[src/wic_pkg.sv]
// Constants, register map and types for the wakeup and interrupt control block
//
// Contract
// RULE1: Power-down always resumes in normal mode; only port pin changes end it.
// RULE2: Green mode resumes in the mode it left; pins or timer-0 overflow wake.
// RULE3: External oscillator wakeup from power-down waits 2048 oscillator clocks.
// RULE4: Internal RC oscillator wakeup from power-down waits 32 oscillator clocks.
// RULE5: Green mode wakeup inserts no settling delay.
// RULE6: Rising or falling edge on a wake-enabled pin triggers wakeup.
// RULE7: First-port pins always wake; second-port pins only when enabled.
// RULE8: Second-port wake enable is write-only, bits 3..0, reset zero.
// RULE9: Three sources: timer 0, timer/counter 0, external pin on port bit 0.
// RULE10: Taking an interrupt clears the global enable.
// RULE11: Return from interrupt sets the global enable again.
// RULE12: Taking an interrupt pushes one stack level and vectors to address 8.
// RULE13: Enable register bits 0, 4, 5 read/write, reset zero.
// RULE14: Request flags bits 0, 4, 5 set on events, reset zero.
// RULE15: Software clears request flags; vectoring leaves them alone.
// RULE16: No interrupt unless global enable, stack register bit 7, is one.
// RULE17: External pin event wakes from power-down into normal mode.
// RULE18: Software handles slow-to-normal switch and oscillator warm-up.
// RULE19: Power-down bit enters power-down and clears itself on wakeup.
// RULE20: Green bit enters green mode and clears itself on wakeup.
// RULE21: Request flags set regardless of the source enable.
// RULE22: Vector request needs flag and enable of one source plus global enable.
// RULE23: Pin changes detected by comparing synchronized sample with previous one.
package wic_pkg;
    localparam logic [7:0] WIC_ADDR_WAKE_EN  = 8'hC0;
    localparam logic [7:0] WIC_ADDR_IRQ_FLAG = 8'hC8;
    localparam logic [7:0] WIC_ADDR_IRQ_EN   = 8'hC9;
    localparam logic [7:0] WIC_ADDR_STACK    = 8'hDF;

    localparam int WIC_BIT_EXT   = 0;
    localparam int WIC_BIT_T0    = 4;
    localparam int WIC_BIT_TC0   = 5;
    localparam int WIC_BIT_GIE   = 7;
    localparam logic [7:0] WIC_IRQ_MASK   = 8'h31;
    localparam logic [7:0] WIC_WAKE_MASK  = 8'h0F;
    localparam logic [1:0] WIC_STACK_RST  = 2'h3;
    localparam logic [12:0] WIC_VECTOR    = 13'h0008;

    localparam int unsigned WIC_EXT_OSC_CLKS = 2048;
    localparam int unsigned WIC_RC_OSC_CLKS  = 32;
    localparam int WIC_CNT_W = 12;

    typedef enum logic [1:0] {
        WIC_RUN,
        WIC_POWERDOWN,
        WIC_GREEN,
        WIC_SETTLE
    } wic_state_e;
endpackage

[src/wic_wakeup_irq.sv]
// Wakeup sequencing and three-source interrupt controller
`timescale 1ns/1ps
`default_nettype none
module wic_wakeup_irq
    import wic_pkg::*;
(
    // Clock and reset
    input  wire logic        clock,
    input  wire logic        rst,
    // Register port
    input  wire logic [7:0]  reg_addr,
    input  wire logic [7:0]  reg_wdata,
    input  wire logic        reg_write,
    input  wire logic        reg_read,
    output logic      [7:0]  reg_rdata,
    // Mode control from the core
    input  wire logic        powerdown_request_bit,
    input  wire logic        green_request_bit,
    input  wire logic        slow_mode,
    input  wire logic        rc_oscillator_sel,
    input  wire logic        osc_clock_tick,
    output logic             powerdown_clear,
    output logic             green_clear,
    output logic             core_halted,
    output logic             resume_slow,
    // Pins and timer events
    input  wire logic [7:0]  port0_pins,
    input  wire logic [3:0]  port1_pins,
    input  wire logic        timer_zero_overflow,
    input  wire logic        timer_counter_zero_overflow,
    // Vectoring with the core
    input  wire logic        irq_taken,
    input  wire logic        return_from_irq,
    output logic             irq_request,
    output logic      [12:0] irq_vector,
    output logic             stack_push
);

    ////////////////////////////////////////////////////////////////////////
    // Pin synchronisers: three stages, second and third must agree
    logic [11:0] pin_s1_reg;
    logic [11:0] pin_s2_reg;
    logic [11:0] pin_s3_reg;
    logic [11:0] pin_prev_reg;
    logic [11:0] pin_stable;
    logic        pins_agree;

    always_ff @(posedge clock or posedge rst) begin
        if (rst) begin
            pin_s1_reg <= '0;
            pin_s2_reg <= '0;
            pin_s3_reg <= '0;
        end else begin
            pin_s1_reg <= {port1_pins, port0_pins};
            pin_s2_reg <= pin_s1_reg;
            pin_s3_reg <= pin_s2_reg;
        end
    end

    assign pins_agree = (pin_s2_reg == pin_s3_reg);
    assign pin_stable = pins_agree ? pin_s3_reg : pin_prev_reg;

    logic prev_valid_reg;
    always_ff @(posedge clock or posedge rst) begin
        if (rst) begin
            pin_prev_reg   <= '0;
            prev_valid_reg <= 1'b0;
        end else begin
            pin_prev_reg   <= pin_stable;
            prev_valid_reg <= 1'b1;
        end
    end

    ////////////////////////////////////////////////////////////////////////
    // Registers
    logic [3:0] port1_wake_enable_reg;
    logic       ext_pin_irq_enable_reg;
    logic       timer0_irq_enable_reg;
    logic       timer_counter_irq_enable_reg;
    logic       ext_pin_irq_flag_reg;
    logic       timer0_irq_flag_reg;
    logic       timer_counter_irq_flag_reg;
    logic       global_irq_enable_reg;
    logic [1:0] stack_level_reg;

    wire hit_wake  = (reg_addr == WIC_ADDR_WAKE_EN);
    wire hit_flag  = (reg_addr == WIC_ADDR_IRQ_FLAG);
    wire hit_en    = (reg_addr == WIC_ADDR_IRQ_EN);
    wire hit_stack = (reg_addr == WIC_ADDR_STACK);
    wire wr_wake   = reg_write & hit_wake;
    wire wr_flag   = reg_write & hit_flag;
    wire wr_en     = reg_write & hit_en;
    wire wr_stack  = reg_write & hit_stack;

    // Wake change detect on synchronised samples
    wire [11:0] pin_diff   = prev_valid_reg ? (pin_stable ^ pin_prev_reg) : 12'h000; // RULE23 RULE6
    wire [11:0] wake_allow = {port1_wake_enable_reg, 8'hFF};                     // RULE7
    wire        pin_wake   = |(pin_diff & wake_allow);

    // External interrupt edge on port 0 bit 0, both directions
    wire ext_event = pin_diff[WIC_BIT_EXT];

    ////////////////////////////////////////////////////////////////////////
    // Mode sequencer
    wic_state_e state_reg;
    wic_state_e state_next;
    logic [WIC_CNT_W-1:0] settle_cnt_reg;
    logic [WIC_CNT_W-1:0] settle_cnt_next;
    logic                 green_slow_reg;

    wire [WIC_CNT_W-1:0] settle_limit = rc_oscillator_sel
        ? WIC_CNT_W'(WIC_RC_OSC_CLKS - 1)                                        // RULE4
        : WIC_CNT_W'(WIC_EXT_OSC_CLKS - 1);                                      // RULE3
    wire settle_done = osc_clock_tick && (settle_cnt_reg == settle_limit);

    // A clear pulse still in flight must not send the core straight back to sleep
    wire enter_pd    = powerdown_request_bit & ~powerdown_clear;
    wire enter_green = green_request_bit & ~green_clear & ~enter_pd;

    always_comb begin
        state_next      = state_reg;
        settle_cnt_next = settle_cnt_reg;
        unique case (state_reg)
            WIC_RUN: begin
                if (enter_pd) begin
                    state_next = WIC_POWERDOWN;                                  // RULE19
                end else if (enter_green) begin
                    state_next = WIC_GREEN;                                      // RULE20
                end
            end
            WIC_POWERDOWN: begin
                if (pin_wake) begin
                    state_next      = WIC_SETTLE;                                // RULE1 RULE17
                    settle_cnt_next = '0;
                end
            end
            WIC_GREEN: begin
                if (pin_wake || timer_zero_overflow) begin
                    state_next = WIC_RUN;                                        // RULE2 RULE5
                end
            end
            WIC_SETTLE: begin
                if (settle_done) begin
                    state_next = WIC_RUN;
                end else if (osc_clock_tick) begin
                    settle_cnt_next = settle_cnt_reg + 1'b1;
                end
            end
        endcase
    end

    always_ff @(posedge clock or posedge rst) begin
        if (rst) begin
            state_reg      <= WIC_RUN;
            settle_cnt_reg <= '0;
            green_slow_reg <= 1'b0;
        end else begin
            state_reg      <= state_next;
            settle_cnt_reg <= settle_cnt_next;
            if (state_reg == WIC_RUN && enter_green) begin
                green_slow_reg <= slow_mode;                                     // RULE2
            end
        end
    end

    wire pd_wake_now    = (state_reg == WIC_POWERDOWN) && pin_wake;
    wire green_wake_now = (state_reg == WIC_GREEN) && (pin_wake || timer_zero_overflow);

    always_ff @(posedge clock or posedge rst) begin
        if (rst) begin
            powerdown_clear <= 1'b0;
            green_clear     <= 1'b0;
            resume_slow     <= 1'b0;
        end else begin
            powerdown_clear <= pd_wake_now;                                      // RULE19
            green_clear     <= green_wake_now;                                   // RULE20
            if (pd_wake_now) begin
                resume_slow <= 1'b0;                                             // RULE1
            end else if (green_wake_now) begin
                resume_slow <= green_slow_reg;                                   // RULE2
            end else if (state_reg == WIC_RUN) begin
                resume_slow <= slow_mode;
            end
        end
    end

    assign core_halted = (state_reg != WIC_RUN);

    ////////////////////////////////////////////////////////////////////////
    // Enables, flags, global enable and stack level
    wire take = irq_taken & irq_request;

    always_ff @(posedge clock or posedge rst) begin
        if (rst) begin
            port1_wake_enable_reg        <= '0;                                  // RULE8
            ext_pin_irq_enable_reg       <= 1'b0;                                // RULE13
            timer0_irq_enable_reg        <= 1'b0;
            timer_counter_irq_enable_reg <= 1'b0;
        end else begin
            if (wr_wake) begin
                port1_wake_enable_reg <= reg_wdata[3:0];                         // RULE8
            end
            if (wr_en) begin
                ext_pin_irq_enable_reg       <= reg_wdata[WIC_BIT_EXT];          // RULE13
                timer0_irq_enable_reg        <= reg_wdata[WIC_BIT_T0];
                timer_counter_irq_enable_reg <= reg_wdata[WIC_BIT_TC0];
            end
        end
    end

    // Event set wins over a software clear in the same cycle
    always_ff @(posedge clock or posedge rst) begin
        if (rst) begin
            ext_pin_irq_flag_reg       <= 1'b0;                                  // RULE14
            timer0_irq_flag_reg        <= 1'b0;
            timer_counter_irq_flag_reg <= 1'b0;
        end else begin
            if (ext_event) begin
                ext_pin_irq_flag_reg <= 1'b1;                                    // RULE14 RULE21 RULE9
            end else if (wr_flag) begin
                ext_pin_irq_flag_reg <= reg_wdata[WIC_BIT_EXT];                  // RULE15
            end
            if (timer_zero_overflow) begin
                timer0_irq_flag_reg <= 1'b1;                                     // RULE21
            end else if (wr_flag) begin
                timer0_irq_flag_reg <= reg_wdata[WIC_BIT_T0];
            end
            if (timer_counter_zero_overflow) begin
                timer_counter_irq_flag_reg <= 1'b1;                              // RULE21
            end else if (wr_flag) begin
                timer_counter_irq_flag_reg <= reg_wdata[WIC_BIT_TC0];
            end
        end
    end

    always_ff @(posedge clock or posedge rst) begin
        if (rst) begin
            global_irq_enable_reg <= 1'b0;                                       // RULE16
            stack_level_reg       <= WIC_STACK_RST;
        end else begin
            if (take) begin
                global_irq_enable_reg <= 1'b0;                                   // RULE10
                stack_level_reg       <= stack_level_reg - 1'b1;                 // RULE12
            end else if (return_from_irq) begin
                global_irq_enable_reg <= 1'b1;                                   // RULE11
                stack_level_reg       <= stack_level_reg + 1'b1;
            end else if (wr_stack) begin
                global_irq_enable_reg <= reg_wdata[WIC_BIT_GIE];
                stack_level_reg       <= reg_wdata[1:0];
            end
        end
    end

    ////////////////////////////////////////////////////////////////////////
    // Vector request
    wire any_pending = (ext_pin_irq_flag_reg & ext_pin_irq_enable_reg)
                     | (timer0_irq_flag_reg & timer0_irq_enable_reg)
                     | (timer_counter_irq_flag_reg & timer_counter_irq_enable_reg);

    assign irq_request = any_pending & global_irq_enable_reg                     // RULE22 RULE16
                       & (state_reg == WIC_RUN);
    assign irq_vector  = WIC_VECTOR;                                             // RULE12
    assign stack_push  = take;                                                   // RULE12

    ////////////////////////////////////////////////////////////////////////
    // Read data, one cycle after the strobe; wake enable reads as zero
    wire [7:0] flag_word = {2'b00, timer_counter_irq_flag_reg, timer0_irq_flag_reg,
                            3'b000, ext_pin_irq_flag_reg};
    wire [7:0] en_word   = {2'b00, timer_counter_irq_enable_reg, timer0_irq_enable_reg,
                            3'b000, ext_pin_irq_enable_reg};
    wire [7:0] stk_word  = {global_irq_enable_reg, 5'b00000, stack_level_reg};
    wire [7:0] rd_mux    = hit_flag  ? flag_word :
                           hit_en    ? en_word   :
                           hit_stack ? stk_word  : 8'h00;

    always_ff @(posedge clock or posedge rst) begin
        if (rst) begin
            reg_rdata <= 8'h00;
        end else begin
            reg_rdata <= reg_read ? rd_mux : 8'h00;
        end
    end

endmodule
`default_nettype wire

[config.mk]
export PLATFORM = sky130hd
export DESIGN_NAME = wic_wakeup_irq
export DESIGN_NICKNAME = d
export VERILOG_FILES = /design/src/wic_pkg.sv /design/src/wic_wakeup_irq.sv
export SDC_FILE = /design/constraint.sdc
export NUM_CORES = 1
export LEC_CHECK = 0
export ABC_CLOCK_PERIOD_IN_PS = 5350
export BUFFER_PORTS_ARGS = -buffer_cell sky130_fd_sc_hd__clkbuf_2
export CELL_PAD_IN_SITES_DETAIL_PLACEMENT = 1
export CELL_PAD_IN_SITES_GLOBAL_PLACEMENT = 1
export CORE_AREA = 2 2 92 94
export DETAILED_ROUTE_END_ITERATION = 16
export DIE_AREA = 0 0 94 96
export GPL_TIMING_DRIVEN = 0
export MAX_ROUTING_LAYER = met4
export PLACE_DENSITY = 0.88
export SYNTH_ARGS = -nofsm -noshare
export SYNTH_HDL_FRONTEND = slang
export SYNTH_SLANG_ARGS = --single-unit
[constraint.sdc]
create_clock -name clock -period 5.35 [get_ports clock]
set_input_delay 1.3375 -clock clock [delete_from_list [all_inputs] [get_ports clock]]
set_output_delay 1.3375 -clock clock [all_outputs]
set_load 0.05 [all_outputs]
; Word-level counts from Yosys, hierarchy flattened
; Index checks and enable logic that the tools add are counted.
[totals]
regBits = 88
input_bits = 41
out_inout_bits = 27
word_cells = 107
[classes]
addsub = 3
eq_ne = 15
muxes = 32
n_bitwise = 20
reduce_logical = 16
[ops]
columns = cell, count
row1 = $mux 12, 5
row2 = $eq 8x8->1 const B, 4
row3 = $mux 8, 4
row4 = $pmux 12 s2, 1
row5 = $mux 2, 8
row6 = $and 1x1->1, 13
row7 = $add 12x1->12 const B, 1
row8 = $and 12x12->12, 1
row9 = $eq 12x11->1, 1
row10 = $eq 12x12->1, 1
row11 = $mux 1, 12
row12 = $reduce_or 12->1, 1
row13 = $xor 12x12->12, 1
row14 = $mux 11, 1
row15 = $ne 2x2->1 const B, 5
row16 = $reduce_bool 2->1, 5
row17 = $pmux 2 s4, 1
row18 = $reduce_and 4->1, 2
row19 = $reduce_bool 3->1, 2
row20 = $eq 2x2->1 const B, 2
row21 = $logic_and 1x1->1, 4
row22 = $ne 3x3->1 const B, 1
row23 = $not 1->1, 3
row24 = $add 2x1->2 const B, 1
row25 = other kinds (5), 6

; Logic depth before layout (Yosys ltp)
[logic_depth]
depth_word = 10
depth_mapped = 8
depth_no_buf = 6

; Worst setup path after synthesis
; Ideal clock, no wire load.
[synth_timing]
path_type = flip-flop to output port
from = register state_reg[0]
to = output stack_push
t_arrival_ps = 2991
required_time_ps = 4013
path_slack_ps = 1022
stages_incl_launch_ff = 7
n_path_buf = 2
cell_sequence = dfrtp_1 > clkbuf_1 > or2_1 > clkbuf_1 > nor3b_1 > nand2_1 > inv_2
[synth_between]
elab_chain_len = 3
[synth_rtl]
columns = element, line_no
row1 = start: declaration, wic_wakeup_irq.sv:105  ; wic_state_e state_reg;
row2 = start signal: assignment, wic_wakeup_irq.sv:158  ; state_reg <= state_next;
row3 = $logic_not 2->1, wic_wakeup_irq.sv:261  ; & (state_reg == WIC_RUN);
row4 = $and 1x1->1, wic_wakeup_irq.sv:261
row5 = via irq_request, wic_wakeup_irq.sv:34  ; output logic irq_request,
row6 = $and 1x1->1, wic_wakeup_irq.sv:191  ; wire take = irq_taken & irq_request;
row7 = end: declaration, wic_wakeup_irq.sv:36  ; output logic stack_push
; The timed path passes the listed nets, and every way through them passes these cells.

; Worst setup path after layout
[layout_timing]
from = register state_reg[0]
to = output stack_push
[layout_between]
elab_chain_len = 3
[layout_rtl]
columns = element, line_no
row1 = $logic_not 2->1, wic_wakeup_irq.sv:261
row2 = $and 1x1->1, wic_wakeup_irq.sv:261
row3 = $and 1x1->1, wic_wakeup_irq.sv:191
; Every way passes these cells.

==> results by group <==
Outcome
  – Outcome: finished clean

Floorplanning
  – Area of the placeable core: 0.00805 mm²
  – Number of cell rows: 33
  – Die Width: 94 µm
  – Die ar.: 0.00902 mm²
  – Initial core utilization: 45.0%
  – Ports: 68
  – Height of the chip: 96 µm

Timing
  – Setup-failing EPs final: 0
  – Final clock period utilization by the worst path: 66.9%
  – Upper clock frequency limit: 0.279 GHz
  – Final min period: 3580 ps
  – Worst setup margin: 1770 ps
  – Final Hold Slack: 352 ps
  – RSZ-0062 raised after global routing: false
  – Total count of max-transition violations in the final report: 0
  – Worst Clk Skew: 7.71 ps
  – Setup TNS: 0 ps
  – Final count of hold timing violations: 0

Critical path
  – Critical path data arrival time: 2240 ps
  – Cell Chain, Critical Path: clkbuf_1 > or2_1 > clkbuf_1 > nor3b_1 > nand2_1 > inv_2 > clkbuf_2
  – Cell count along the critical path: 7
  – Class of the most critical setup path: flip-flop to primary output
  – Cell family with most CP delay: simple AND/OR/NAND/NOR gates
  – Worst setup EP type: primary output
  – Critical path buffers and inverters: 4
  – Most used cell, CP: clkbuf_1
  – Critical path required time: 4010 ps
  – Max stage delay on crit path: 360 ps
  – Cell at the slowest stage of the critical path: dfrtp_1
  – Length in cells of the worst reg-to-reg path: 7
  – Kind of launch point of the worst setup path: flip-flop
  – Worst-path fanout max: 10

Place
  – Final estimated routing congestion in global placement: 0.856
  – Final HPWL DP: 5410 µm
  – Worst setup slack after placement: 2120 ps
  – Count of input and output buffers: 49
  – Cell Area, Placed: 0.00409 mm²

Logic synthesis
  – Flop and latch count out of synthesis: 85
  – Number of synthesized flops with an enable pin: 0
  – Share of synthesized area occupied by flip-flops and latches: 58.8%
  – Dominant synthesized flop cell: dfrtp_1
  – YS warnings: 0
  – Post-Synthesis Cell Area: 0.00362 mm²
  – Distinct cell type count after synthesis: 50
  – Avg Synthesized Cell Area: 11.1 µm²
  – Post-synthesis cell count: 327
  – Async set-or-reset flop fraction in the synthesized netlist: 100%

Clock tree
  – Clk Latency, worst-skew pair: 350 ps
  – Number of buffers created by CTS: 9
  – Buffer levels on the longest clock path: 2
  – Number of setup buffers added after CTS: 0
  – TritonCTS clock tree: done
  – Number of hold-repair buffers added at the cts stage: 0
  – Clock-pin transition on the worst setup and hold timing paths: 80 ps
  – Level count of the clock H-tree: 3
  – CTS sink cnt: 85
  – Cell at the root of the clock tree: clkbuf_8
  – Number of instances resized during post-cts repair: 0

Global routing
  – Grt met3 use: 3.05%
  – Total grt overflow: 0
  – Routing layer with the top usage in global route: met2
  – Number of antenna violations at the first check in global routing: 0
  – Global-route wire length before repair: 12700 µm
  – Global routing met1 resource utilization: 21.9%
  – Number of global-route vias before repair: 2786
  – Maximum number of pins on one net before global-route repair: 77
  – Met2 track demand over resource in global routing: 31.7%
  – GRT Util Overall: 18.5%

Layout
  – Share of layout cells above drive strength 1: 24.0%
  – Most common cell after layout, fill and taps aside: dfrtp_1
  – Fillers: 907
  – Area growth from synthesis to layout: 18.3%
  – NumNets Final: 445
  – Leading cell types in the layout, fill and taps excluded: 83 x dfrtp_1, 58 x nand2_1, 49 x clkbuf_2
  – Design area: 0.00429 mm²
  – Antenna fix cells: 0

Run
  – Max Cap Viol: 0

Route
  – Number of nets with antenna violations after routing: 0
  – Number of search-and-repair iterations in the first detailed-routing pass: 5
  – Count of routing violations after the opening detailed-route iteration: 91
  – Final WL: 7330 µm
  – Mean routed wirelength per cell: 14.3 µm
  – Via count: 2660
  – Detailed-route DRC error count: 0
  – Via density per instance: 5.19

Pwr
  – Clock power share: 32.5%
  – Largest vdd supply drop: 0.245 mV
  – Internal power: 0.980 mW
  – Static Leakage: 2.09 nW
  – Total power divided by cell area: 321 mW/mm²
  – Switching portion of total power: 28.8%
  – Portion of total power attributed to combinational logic: 13.2%
  – Part of the power in registers: 54.2%
  – Net switching component of the power: 0.397 mW

Hold path
  – Type of the most critical hold path: flip-flop to flip-flop
  – Depth of the worst hold-timing path: 0
-- kinds of logic after synthesis --
group           count (synthesis)  synth area share (%)
simple gates                  128                  17.5
mux                            14                  4.14
compound gates                 41                  8.18
xor+xnor                       24                  5.80
buf+inv                        32                  5.04
flops                          85                  58.8
fa+ha+maj                       1                 0.345
other cells                     2                 0.207
-- per-stage QoR --
stage	utilization [%]	total power [mW]	cells
2_1_floorplan	-	0.879	342
3_3_place_gp	50.4	0.923	496
3_5_place_dp	50.8	0.941	497
4_1_cts	53.2	1.40	513
5_1_grt	53.2	1.45	513
6_report	53.2	1.38	513
-- synthesized netlist by cell type (2+ instances only) --
cell      instances  share of area [%]
o21a_1            2               0.41
a211o_1           3               0.73
xnor2_1           8                1.9
clkbuf_1          5               0.52
dfrtp_1          83                 57
a31oi_1           3               0.52
buf_2             2               0.28
nand2_1          58                6.0
xor2_1           16                3.9
nand3_1          14                1.9
o211ai_1          3               0.62
o21ai_1           2               0.28
o21ai_0           4               0.55
o311ai_0          3               0.73
o31ai_1           4               0.83
nor2_1           15                1.6
mux2_2            8                2.5
nand3b_1          2               0.41
conb_1            2               0.21
nor2b_1           3               0.52
inv_1             8               0.83
nor3_1            5               0.69
mux2i_1           6                1.7
buf_4            16                3.3
and3_1            4               0.69
nand2b_1          2               0.35
dfstp_2           2                1.5
a22oi_1           2               0.41
a21oi_1           5               0.69
nor4_1            4               0.69
nand4_1          10                1.7
nor3b_1           3               0.62
and2_1            2               0.35
o41ai_1           2               0.48
-- power groups by stage --
stage	registers, mW	clock network, mW	logic [mW]
detailed placement	0.759	0	0.183
finish	0.747	0.448	0.182
global route	0.755	0.488	0.204
floorplan	0.752	0	0.127
global placement	0.754	0	0.170
CTS	0.747	0.465	0.184
-- worst paths after layout --
kind                           startpoint                 end  slack [ps]
min in group asynchronous             rst   settle_cnt_reg[8]         870
max reg2reg                pin_s3_reg[10]   settle_cnt_reg[5]        3160
max                          state_reg[0]          stack_push        1770
min reg2reg                pin_s1_reg[11]      pin_s2_reg[11]         350
min                        pin_s1_reg[11]      pin_s2_reg[11]         350
max in group asynchronous             rst  stack_level_reg[0]        3860
-- cell type report --
class                      count  area, µm²  area share (%)
sequential                    85       2130            49.7
multi-input combinational    225       1370            31.9
timing repair buffer          50        273            6.36
buffer                        23        149            3.47
tap                          105        131            3.07
clock buffer                   9        124            2.89
clock inverter                 7       75.1            1.75
inverter                       9       36.3           0.847
-- per-layer routing --
layer	share of wire (%)	vias to the layer above	wire (µm)
met3	3.5	12	254
met4	1.7	0	123
met2	51	56	3730
li1	-	1256	-
met1	44	1336	3220
met5	0	-	0
No activity file was read; power rests on OpenSTA's default activity.
